## config.mk

```make
export PLATFORM = sky130hd
export DESIGN_NAME = dac_audio_input
export DESIGN_NICKNAME = d
export VERILOG_FILES = /design/src/logic/dac_front_pkg.sv /design/src/logic/dac_audio_input.sv /design/src/logic/zero_run_detect.sv
export SDC_FILE = /design/constraint.sdc
export NUM_CORES = 1
export LEC_CHECK = 0
export ABC_AREA = 1
export BUFFER_PORTS_ARGS = -buffer_cell sky130_fd_sc_hd__clkbuf_2
export CELL_PAD_IN_SITES_DETAIL_PLACEMENT = 1
export CELL_PAD_IN_SITES_GLOBAL_PLACEMENT = 1
export CORE_MARGIN = 2
export CORE_UTILIZATION = 35
export CTS_CLUSTER_SIZE = 12
export DETAILED_ROUTE_END_ITERATION = 10
export PLACE_DENSITY = 0.77
export SYNTH_ARGS = -nofsm -noshare
export SYNTH_HDL_FRONTEND = slang
export SYNTH_SLANG_ARGS = --single-unit
```

## constraint.sdc

```tcl
create_clock -name clk -period 10.69 [get_ports clk]
set_clock_uncertainty 0.05 [all_clocks]
set_input_delay 1.069 -clock clk [delete_from_list [all_inputs] [get_ports clk]]
set_output_delay 1.069 -clock clk [all_outputs]
set_load 0.02 [all_outputs]
```

## src/logic/dac_front_pkg.sv

```systemverilog
// shared constants, types and register layout of the audio input front end
package dac_front_pkg;

   // sample width carried to the converter core
   localparam int SAMPLE_W = 24;

   // register byte addresses on the plain register port
   localparam logic [3:0] ADDR_CONTROL = 4'h0;
   localparam logic [3:0] ADDR_STATUS = 4'h4;
   localparam logic [3:0] ADDR_LEFT = 4'h8;
   localparam logic [3:0] ADDR_RIGHT = 4'hc;

   // control register field positions
   localparam int CTRL_FMT_LSB = 0;
   localparam int CTRL_INV_BIT = 4;
   localparam int CTRL_COMMON_BIT = 5;

   // status register field positions
   localparam int STAT_RATIO_LSB = 0;
   localparam int STAT_STATE_LSB = 4;
   localparam int STAT_LZERO_BIT = 8;
   localparam int STAT_RZERO_BIT = 9;
   localparam int STAT_CZERO_BIT = 10;

   // framing codes of the three-bit format field
   typedef enum logic [2:0] {
      FMT_RJ24 = 3'h0,
      FMT_RJ20 = 3'h1,
      FMT_RJ18 = 3'h2,
      FMT_RJ16 = 3'h3,
      FMT_I2S = 3'h4,
      FMT_LJ24 = 3'h5
   } framing_type;
   localparam framing_type FMT_RESET = FMT_LJ24;

   // supported master clock ratios, index is the reported ratio code
   localparam int NUM_RATIOS = 7;
   localparam logic [11:0] RATIO_TABLE [NUM_RATIOS] = '{
      12'h080, 12'h0c0, 12'h100, 12'h180, 12'h200, 12'h300, 12'h480};
   localparam logic [11:0] RATIO_TOL = 12'h004;
   localparam logic [2:0] RATIO_NONE = 3'h7;

   // timing counts
   localparam int INIT_MCLK_CYCLES = 1024;
   localparam int ZERO_RUN_WORDS = 1024;
   localparam int STALL_BIT_PERIODS = 3;
   localparam logic [1:0] RESYNC_WORDS = 2'h2;

   // sequencer states, gray along init -> sync -> run -> hold
   typedef enum logic [1:0] {
      ST_INIT = 2'b00,
      ST_SYNC = 2'b01,
      ST_RUN = 2'b11,
      ST_HOLD = 2'b10
   } seq_state_type;

   // control register contents
   typedef struct packed {
      logic common_select;
      logic polarity_invert;
      logic [2:0] framing;
   } ctrl_type;

   // one stereo sample pair, two's complement
   typedef struct packed {
      logic [SAMPLE_W-1:0] left;
      logic [SAMPLE_W-1:0] right;
   } sample_pair_type;

endpackage

```

## src/logic/dac_audio_input.sv

```systemverilog
// serial audio receiver, power-on init, clock supervision and zero flags
//
// The address-and-strobe port and the placing of the registers are this design's own decisions.
`timescale 1ns/1ps
module dac_audio_input
   import dac_front_pkg::*;
#(
   parameter bit PIN_VARIANT = 1'b0,
   parameter int INIT_CYCLES = INIT_MCLK_CYCLES,
   parameter int ZERO_RUN = ZERO_RUN_WORDS,
   parameter int GAP_W = 16
) (
   input wire logic clk,
   input wire logic sys_rst,
   input wire logic master_clock,
   input wire logic serial_bit_clock,
   input wire logic channel_word_clock,
   input wire logic serial_data,
   input wire logic framing_select_pin,
   input wire logic [3:0] reg_addr,
   input wire logic [31:0] reg_wdata,
   input wire logic reg_wr,
   input wire logic reg_rd,
   output logic [31:0] reg_rdata,
   output sample_pair_type dac_samples,
   output logic sample_strobe,
   output logic init_active,
   output logic processing_held,
   output logic left_zero_flag,
   output logic right_zero_flag,
   output logic common_zero_flag
);
   localparam int INIT_W = $clog2(INIT_CYCLES + 1);
   localparam logic [INIT_W-1:0] INIT_LAST = INIT_W'(INIT_CYCLES - 1);

   if (INIT_CYCLES < 1 || GAP_W < 8 || ZERO_RUN < 1) begin : bad_param
      $error("init count, zero run or gap width out of range");
   end

   // ratio lookup: nearest table entry within tolerance
   function automatic logic [2:0] ratio_lookup(input logic [11:0] cnt);
      logic [2:0] code;
      code = RATIO_NONE;
      for (int i = 0; i < NUM_RATIOS; i++) begin
         if (cnt + RATIO_TOL >= RATIO_TABLE[i] &&
             cnt <= RATIO_TABLE[i] + RATIO_TOL) begin
            code = 3'(i);
         end
      end
      return code;
   endfunction

   // sample width of a right-justified framing, zero for the others
   function automatic logic [4:0] rj_width(input logic [2:0] fmt);
      logic [4:0] w;
      unique case (fmt)
         FMT_RJ24: w = 5'h18;
         FMT_RJ20: w = 5'h14;
         FMT_RJ18: w = 5'h12;
         FMT_RJ16: w = 5'h10;
         default: w = 5'h00;
      endcase
      return w;
   endfunction

   // --- pin synchronisers: meta stage feeds only the sync stage
   logic [3:0] meta_reg;
   logic [3:0] sync_reg;
   logic [1:0] prev_reg;
   always_ff @(posedge clk or posedge sys_rst) begin
      if (sys_rst) begin
         meta_reg <= 4'h0;
         sync_reg <= 4'h0;
         prev_reg <= 2'h0;
      end else begin
         meta_reg <= {master_clock, serial_bit_clock,
                      channel_word_clock, serial_data};
         sync_reg <= meta_reg;
         prev_reg <= sync_reg[3:2];
      end
   end

   // the format pin is a static strap but still crosses two stages
   logic [1:0] fmt_pin_sync_reg;
   always_ff @(posedge clk or posedge sys_rst) begin
      if (sys_rst) begin
         fmt_pin_sync_reg <= 2'h0;
      end else begin
         fmt_pin_sync_reg <= {fmt_pin_sync_reg[0], framing_select_pin};
      end
   end

   wire mclk_rise = sync_reg[3] & ~prev_reg[1];
   wire bck_rise = sync_reg[2] & ~prev_reg[0];
   wire word_level = sync_reg[1];
   wire data_bit = sync_reg[0];

   // --- control register and effective framing
   ctrl_type ctrl_reg;
   wire [2:0] pin_fmt = fmt_pin_sync_reg[1] ? FMT_RJ16 : FMT_I2S;
   wire [2:0] fmt = PIN_VARIANT ? pin_fmt : ctrl_reg.framing;
   wire is_i2s = (fmt == FMT_I2S);
   wire is_rj = (rj_width(fmt) != 5'h00);

   // --- word clock level seen at each bit clock rise
   logic word_prev_reg;
   wire word_edge = bck_rise & (word_level != word_prev_reg);
   wire frame_edge = word_edge & word_level;
   // the half just ended belongs to left when its level marks left
   wire ended_left = is_i2s ? ~word_prev_reg : word_prev_reg;

   // --- bit counter and capture window per half frame
   logic [6:0] bit_idx_reg;
   logic [31:0] shift_reg;
   logic [SAMPLE_W-1:0] cap_reg;
   logic [4:0] cap_cnt_reg;
   wire [6:0] idx_now = word_edge ? 7'h00 : bit_idx_reg;
   // i2s msb trails the word edge by one bit, left-justified sits on it
   wire [6:0] win_lo = is_i2s ? 7'h01 : 7'h00;
   wire in_window = !is_rj && idx_now >= win_lo &&
                    idx_now < win_lo + 7'(SAMPLE_W);

   // msb first: older bits move up as new ones arrive
   always_ff @(posedge clk or posedge sys_rst) begin
      if (sys_rst) begin
         word_prev_reg <= 1'b0;
         bit_idx_reg <= 7'h00;
         shift_reg <= 32'h0000_0000;
      end else if (bck_rise) begin
         word_prev_reg <= word_level;
         bit_idx_reg <= (idx_now == 7'h7f) ? idx_now : idx_now + 7'h01;
         shift_reg <= {shift_reg[30:0], data_bit};
      end
   end

   // capture restarts at each word edge, so it never mixes channels
   always_ff @(posedge clk or posedge sys_rst) begin
      if (sys_rst) begin
         cap_reg <= '0;
         cap_cnt_reg <= 5'h00;
      end else if (bck_rise) begin
         if (word_edge) begin
            cap_reg <= in_window ? SAMPLE_W'(data_bit) : '0;
            cap_cnt_reg <= in_window ? 5'h01 : 5'h00;
         end else if (in_window) begin
            cap_reg <= {cap_reg[SAMPLE_W-2:0], data_bit};
            cap_cnt_reg <= cap_cnt_reg + 5'h01;
         end
      end
   end

   // sample of the ended half, msb aligned to the converter width
   wire [4:0] rj_w = rj_width(fmt);
   wire [SAMPLE_W-1:0] rj_sample =
      shift_reg[SAMPLE_W-1:0] << (5'(SAMPLE_W) - rj_w);
   wire [SAMPLE_W-1:0] lj_sample =
      cap_reg << (5'(SAMPLE_W) - cap_cnt_reg);
   wire [SAMPLE_W-1:0] ended_sample = is_rj ? rj_sample : lj_sample;
   wire ended_zero = (ended_sample == '0);

   // --- clock supervision: gaps measured against last bit period
   logic [GAP_W-1:0] bck_gap_reg;
   logic [GAP_W-1:0] bck_period_reg;
   logic [GAP_W-1:0] mclk_gap_reg;
   always_ff @(posedge clk or posedge sys_rst) begin
      if (sys_rst) begin
         bck_gap_reg <= '0;
         bck_period_reg <= '0;
         mclk_gap_reg <= '0;
      end else begin
         bck_gap_reg <= bck_rise ? '0 :
                        (&bck_gap_reg) ? bck_gap_reg : bck_gap_reg + 1'b1;
         mclk_gap_reg <= mclk_rise ? '0 :
                         (&mclk_gap_reg) ? mclk_gap_reg : mclk_gap_reg + 1'b1;
         if (bck_rise) begin
            bck_period_reg <= bck_gap_reg + 1'b1;
         end
      end
   end

   // product widened so a long bit period cannot wrap the limit
   wire [GAP_W+1:0] stall_limit =
      (GAP_W+2)'(bck_period_reg) * (GAP_W+2)'(STALL_BIT_PERIODS);
   wire stalled = (bck_period_reg == '0) ||
                  ((GAP_W+2)'(bck_gap_reg) >= stall_limit) ||
                  ((GAP_W+2)'(mclk_gap_reg) >= stall_limit);

   // --- per-frame measurements: bits for rate, master clocks for ratio
   logic [6:0] frame_bits_reg;
   logic [6:0] last_bits_reg;
   logic [11:0] mclk_cnt_reg;
   logic [2:0] ratio_reg;
   wire rate_change = (frame_bits_reg != last_bits_reg);
   wire [2:0] ratio_now = ratio_lookup(mclk_cnt_reg);
   wire ratio_bad = (ratio_now == RATIO_NONE);
   always_ff @(posedge clk or posedge sys_rst) begin
      if (sys_rst) begin
         frame_bits_reg <= 7'h00;
         last_bits_reg <= 7'h00;
         mclk_cnt_reg <= 12'h000;
         ratio_reg <= RATIO_NONE;
      end else begin
         if (frame_edge) begin
            frame_bits_reg <= 7'h01;
            last_bits_reg <= frame_bits_reg;
            ratio_reg <= ratio_now;
         end else if (bck_rise && frame_bits_reg != 7'h7f) begin
            frame_bits_reg <= frame_bits_reg + 7'h01;
         end
         if (frame_edge) begin
            mclk_cnt_reg <= 12'(mclk_rise);
         end else if (mclk_rise && mclk_cnt_reg != 12'hfff) begin
            mclk_cnt_reg <= mclk_cnt_reg + 12'h001;
         end
      end
   end

   // --- sequencer
   seq_state_type state_reg;
   seq_state_type state_next;
   logic [INIT_W-1:0] init_cnt_reg;
   logic [1:0] good_reg;
   wire frame_ok = !rate_change && !ratio_bad;
   wire init_done = mclk_rise && (init_cnt_reg == INIT_LAST);

   always_comb begin
      state_next = state_reg;
      unique case (state_reg)
         ST_INIT: if (init_done) state_next = ST_SYNC;
         ST_SYNC: begin
            if (stalled) begin
               state_next = ST_HOLD;
            // first whole frame only needs a valid ratio, so resync
            // lands within two word periods of the clocks resuming
            end else if (frame_edge && !ratio_bad &&
                         good_reg == RESYNC_WORDS - 2'h1) begin
               state_next = ST_RUN;
            end
         end
         ST_RUN: begin
            if (stalled || (frame_edge && !frame_ok)) begin
               state_next = ST_HOLD;
            end
         end
         ST_HOLD: if (!stalled) state_next = ST_SYNC;
      endcase
   end

   // init counts master clock edges, not system clocks
   always_ff @(posedge clk or posedge sys_rst) begin
      if (sys_rst) begin
         state_reg <= ST_INIT;
         init_cnt_reg <= '0;
         good_reg <= 2'h0;
      end else begin
         state_reg <= state_next;
         if (state_reg == ST_INIT && mclk_rise) begin
            init_cnt_reg <= init_cnt_reg + 1'b1;
         end
         if (state_reg != ST_SYNC) begin
            good_reg <= 2'h0;
         end else if (frame_edge) begin
            good_reg <= 2'h1;
         end
      end
   end

   wire running = (state_reg == ST_RUN);

   // --- holding registers; mid-scale zero whenever not running
   wire load_left = running & word_edge & ended_left;
   wire load_right = running & word_edge & ~ended_left;
   logic left_was_zero_reg;
   always_ff @(posedge clk or posedge sys_rst) begin
      if (sys_rst) begin
         dac_samples <= '0;
         sample_strobe <= 1'b0;
         left_was_zero_reg <= 1'b0;
      end else begin
         sample_strobe <= load_right;
         if (!running) begin
            dac_samples <= '0;
         end else if (load_left) begin
            dac_samples.left <= ended_sample;
            left_was_zero_reg <= ended_zero;
         end else if (load_right) begin
            dac_samples.right <= ended_sample;
         end
      end
   end

   // --- zero-run detectors: one per channel and one for the pair
   logic left_hit;
   logic right_hit;
   logic common_hit;
   zero_run_detect #(.RUN_LEN(ZERO_RUN)) left_det (
      .clk(clk),
      .sys_rst(sys_rst),
      .sample_strobe(load_left),
      .sample_is_zero(ended_zero),
      .zero_hit(left_hit)
   );
   zero_run_detect #(.RUN_LEN(ZERO_RUN)) right_det (
      .clk(clk),
      .sys_rst(sys_rst),
      .sample_strobe(load_right),
      .sample_is_zero(ended_zero),
      .zero_hit(right_hit)
   );
   // pair counted once per word period, at the right sample
   zero_run_detect #(.RUN_LEN(ZERO_RUN)) common_det (
      .clk(clk),
      .sys_rst(sys_rst),
      .sample_strobe(load_right),
      .sample_is_zero(ended_zero & left_was_zero_reg),
      .zero_hit(common_hit)
   );

   // flag routing: pin variant has only the common flag, active high
   wire flag_inv = !PIN_VARIANT && ctrl_reg.polarity_invert;
   wire use_common = !PIN_VARIANT && ctrl_reg.common_select;
   wire left_raw = use_common ? common_hit : left_hit;
   wire right_raw = use_common ? common_hit : right_hit;
   always_ff @(posedge clk or posedge sys_rst) begin
      if (sys_rst) begin
         left_zero_flag <= 1'b0;
         right_zero_flag <= 1'b0;
         common_zero_flag <= 1'b0;
      end else begin
         left_zero_flag <= !PIN_VARIANT && (left_raw ^ flag_inv);
         right_zero_flag <= !PIN_VARIANT && (right_raw ^ flag_inv);
         common_zero_flag <= common_hit ^ flag_inv;
      end
   end

   assign init_active = (state_reg == ST_INIT);
   assign processing_held = !running;

   // --- register port: write one cycle, read data the cycle after only
   always_ff @(posedge clk or posedge sys_rst) begin
      if (sys_rst) begin
         ctrl_reg <= '{common_select: 1'b0, polarity_invert: 1'b0,
                       framing: FMT_RESET};
      end else if (reg_wr && reg_addr == ADDR_CONTROL) begin
         ctrl_reg.framing <= reg_wdata[CTRL_FMT_LSB +: 3];
         ctrl_reg.polarity_invert <= reg_wdata[CTRL_INV_BIT];
         ctrl_reg.common_select <= reg_wdata[CTRL_COMMON_BIT];
      end
   end

   logic [31:0] status_word;
   always_comb begin
      status_word = 32'h0000_0000;
      status_word[STAT_RATIO_LSB +: 3] = ratio_reg;
      status_word[STAT_STATE_LSB +: 2] = state_reg;
      status_word[STAT_LZERO_BIT] = left_hit;
      status_word[STAT_RZERO_BIT] = right_hit;
      status_word[STAT_CZERO_BIT] = common_hit;
   end

   // unmapped addresses read as zero
   wire [31:0] ctrl_word = 32'({ctrl_reg.common_select,
                                ctrl_reg.polarity_invert, 1'b0,
                                ctrl_reg.framing});
   wire [31:0] rd_mux =
      (reg_addr == ADDR_CONTROL) ? ctrl_word :
      (reg_addr == ADDR_STATUS) ? status_word :
      (reg_addr == ADDR_LEFT) ? 32'(dac_samples.left) :
      (reg_addr == ADDR_RIGHT) ? 32'(dac_samples.right) : 32'h0000_0000;

   always_ff @(posedge clk or posedge sys_rst) begin
      if (sys_rst) begin
         reg_rdata <= 32'h0000_0000;
      end else begin
         reg_rdata <= reg_rd ? rd_mux : 32'h0000_0000;
      end
   end
endmodule

```

## src/logic/zero_run_detect.sv

```systemverilog
// counts consecutive zero samples on one stream and flags a long run
`timescale 1ns/1ps
module zero_run_detect #(
   parameter int RUN_LEN = 1024
) (
   input wire logic clk,
   input wire logic sys_rst,
   input wire logic sample_strobe,
   input wire logic sample_is_zero,
   output logic zero_hit
);
   localparam int CNT_W = $clog2(RUN_LEN + 1);
   localparam logic [CNT_W-1:0] LAST = CNT_W'(RUN_LEN - 1);

   if (RUN_LEN < 1) begin : bad_len
      $error("zero run length must be at least one");
   end

   logic [CNT_W-1:0] run_reg;
   logic [CNT_W-1:0] run_next;
   logic hit_next;

   // nonzero sample restarts the run and drops the flag at once
   assign run_next = !sample_is_zero ? '0 :
                     (run_reg == LAST) ? run_reg : run_reg + 1'b1;
   assign hit_next = sample_is_zero && (run_reg == LAST);

   // only sample strobes advance the run
   always_ff @(posedge clk or posedge sys_rst) begin
      if (sys_rst) begin
         run_reg <= '0;
         zero_hit <= 1'b0;
      end else if (sample_strobe) begin
         run_reg <= run_next;
         zero_hit <= hit_next;
      end
   end
endmodule

```

==> summary.md <==
| Metric | Value |
|---|---|
| Max FFs per register | 48 |
| CTS Sinks | 280 |
| Post-synth ARST share | 100.0% |
| Top cells by area, synth | dfrtp_1 42%, nand2_1 14%, o21ai_0 7.0% |
| Critical path's slowest cell | clkinv_1 |
| Final setup TNS | 0 ns |
| Largest net degree at the start of global routing | 141 |
| Kind of critical path | flop to flop |
| Clk pin slew, worst setup/hold paths | 0.06 ns |
| Nets | 2356 |
| Reg2reg path depth | 17 |
| Min-delay worst type | flop to flop |
| CTS Buffer Depth | 3 |
| Global-route wire length before repair | 80430 microns |
| Post-Synth Simple-Gate Area | 24.61% |
| Complex-gate fraction of the synthesized area | 14.38% |
| CP Launch Type | flop |
| Wirelength per Cell | 17.08 microns |
| CTS tree | yes |
| Routed Antenna Nets | 0 |
| Gate count after technology mapping | 2170 |
| H-tree Lvls | 2 |
| Final worst slack | 5.180 ns |
| Fin crit share | 51.54% |
| Largest family of logic cells by synthesized area | simple AND/OR/NAND/NOR gates |
| Hold Fails Final Rpt | 0 |
| Post-synthesis mux area share | 0.3204% |
| Hold WS | 0.2936 ns |
| CP most frequent cell | nand2_1 |
| Fillers | 5762 |
| Chip Height | 220.5 microns |
| Die width | 220.5 microns |
| Post-detailed-route DRC marker count | 0 |
| Clock Root Buffer | clkbuf_16 |
| Unrepaired setup endpoints after global routing | false |
| Layout cells sized above 1 | 8.830% |
| Crit path cell chain | inv_2 > nand3_1 > buf_4 > ha_1 > clkinv_1 > o21ai_0 > o22ai_1 > nor2_1 > nand2_1 > nor2_1 > nand3_1 > nor2_4 > nand2_2 > nand2_1 > nand2_1 > nand2_1 > nand2_1 |
| Avg Vias per Cell | 5.172 |
| Status | completed |
| Max Cap Viol | 0 |
| Reg2Reg Setup Slack | 5.18 ns |
| Worst Tran Pin Value | 1.143 ns |
| Min cycle time layout | 5.510 ns |
| Syn-to-layout area delta | 13.41% |
| Via count | 14860 |
| ANT cells | 0 |
| Dominant synthesized flop cell | dfrtp_1 |
| Slew margin rel. | 23.73% |
| Final Setup Violations | 0 |
| Synth Warn # | 0 |
| End of the worst register-to-register path | common_det.run_reg[8]$_DFFE_PP0P_ |
| GR Overflow Total | 0 |
| FP Rows | 79 |
| Synth Cell Area | 0.01640 sq mm |
| Cts hold-fix bufs | 0 |
| Gp weighted congestion | 0.8555 |
| Yosys reg bits | 280 |
| Hold_sp | meta_reg[2]$_DFF_PP0_ |
| Final Util | 40.13% |
| Initial drt markers | 832 |
| Leakage | 8.942 nW |
| Post_cts resized | 0 |
| Initial antenna violation count | 0 |
| Placement Setup Slack | 5.138 ns |
| Clock latency on the worst-skew pair | 0.56 ns |
| Starting Density | 35.38% |
| Crit end category | flop |
| Largest register by flop count | dac_samples |
| Peak VDD IR | 148.3 uV |
| Top-area cell type share of the netlist area | 41.95% |
| Max Slew Vio Count | 0 |
| Core region area | 0.04636 sq mm |
| CP peak stage delay | 0.76 ns |
| Total GRT Usage | 20.61% |
| Port Buf Inserts | 94 |
| # IOs | 131 |
| Number of flops mapped to enable cells by yosys | 0 |
| Hold path cells | 0 |
| Sequential fraction of the synthesis area | 42.75% |
| Synth Area in XOR/XNOR | 4.394% |
| Adder-Cell Fraction of Synth Area | 5.538% |
| Hold EP | sync_reg[2]$_DFF_PP0_ |
| Post-synth top area cell | dfrtp_1 |
| CTS Buf Count | 35 |
| Worst EP arrival | 5.91 ns |
| First-pass DRT Iterations | 5 |
| PwrDens | 193.7 mW/mm^2 |
| Die area | 0.04861 sq mm |
| Unique masters post-synth | 53 |
| Post-CTS setup buffer count | 0 |
| Max Freq | 0.1815 GHz |
| Synthesized area per cell | 7.559 sq um |
| CP Max Fanout | 48 |
| Post-DP HPWL | 35970 microns |
| Worst EP required | 11.09 ns |
| Final WL | 49060 microns |
| Vias in the first global route | 15500 |
| Crit Reg-Reg Startpoint | fmt[2]$_DFFE_PP1P_ |
## how the worst max path moves through the flow
| stage | start | end | slack, ns | cells after the start |
|---|---|---|---|---|
| global route | fmt[2]$_DFFE_PP1P_ | common_det.run_reg[7]$_DFFE_PP0P_ | 4.58 | 17 |
| finish | fmt[2]$_DFFE_PP1P_ | common_det.run_reg[8]$_DFFE_PP0P_ | 5.18 | 17 |
| global placement | fmt[2]$_DFFE_PP1P_ | common_det.run_reg[5]$_DFFE_PP0P_ | 5.26 | 17 |
| CTS | fmt[2]$_DFFE_PP1P_ | common_det.run_reg[8]$_DFFE_PP0P_ | 5.17 | 17 |
| detailed placement | fmt[2]$_DFFE_PP1P_ | common_det.run_reg[8]$_DFFE_PP0P_ | 5.14 | 17 |
| floorplan | sys_rst | bck_gap_reg[0]$_DFFE_PP0P_ | 1.86 | 1 |
## layer usage
metal | share of wire, % | track usage, % | vias up
li1 | - | - | 7235
met1 | 47 | 27.27 | 7311
met2 | 46 | 34.19 | 231
met3 | 4.2 | 3.588 | 78
met4 | 2.8 | 6.689 | 0
met5 | 0 | 0 | -
## worst max-delay path: cells and delay by family (launching register included)
kind | cells | cell delay, ns
AND/OR/NAND/NOR | 11 | 2.08
buffers and inverters | 3 | 1.27
AO/OA/AOI/OAI | 2 | 0.70
flip-flops | 1 | 0.69
adder cells (fa/ha/maj) | 1 | 0.61
## per-stage QoR
step,cell area (sq um),total power [W],cells
final,18600,0.003604,2872
after global routing,18600,0.003845,2872
after global placement,17370,0.002311,2809
after CTS,18600,0.003648,2872
after detailed placement,17370,0.002358,2809
after floorplan,16430,0.002049,2177
## cell type report
cell class / count / area (sq um) / area share, %
clock buffers: 52 / 1081 / 5.811
repair buffers: 106 / 560.5 / 3.013
clock inverters: 11 / 147.6 / 0.7937
multi-input cells: 1570 / 8110 / 43.60
flip-flops and latches: 280 / 7013 / 37.70
inverters: 246 / 930.9 / 5.004
well taps: 607 / 759.5 / 4.083
## cells in the final DEF (no fill, tap or decap), drive strengths merged, types with 19 or more instances in the layout
cell type	n
xor2	57
o211ai	19
ha	71
clkbuf	146
nand2	592
a21oi	86
nor2	180
nand4	33
o21ai	237
dfrtp	275
nor3	28
o22ai	43
xnor2	21
nand3	125
inv	245
## cells in the mapped netlist (10+ instances only)
master    number
nand2_1      591
dfrtp_1      275
inv_1        235
o21ai_0      230
nor2_1       176
nand3_1      124
a21oi_1       85
ha_1          71
xor2_1        56
clkbuf_1      43
o22ai_1       43
nand4_1       33
nor3_1        28
buf_2         23
xnor2_1       20
o211ai_1      19
buf_4         10
nor4_1        10
## cell families after synthesis
family / count (synthesis)
simple gates: 980
xor+xnor: 78
fa+ha+maj: 72
compound gates: 427
buf+inv: 327
flops: 280
other cells: 1
mux: 5
## power breakdown
part	internal, W	leakage [nW]	switching, W	total (W)
clock network	0.000774	0.608	0.000494	0.00127
registers	0.00115	3.80	0.0000851	0.00123
logic	0.000331	4.53	0.000770	0.00110
total	0.00225	8.94	0.00135	0.00360
No activity file was read; power rests on OpenSTA's default activity.
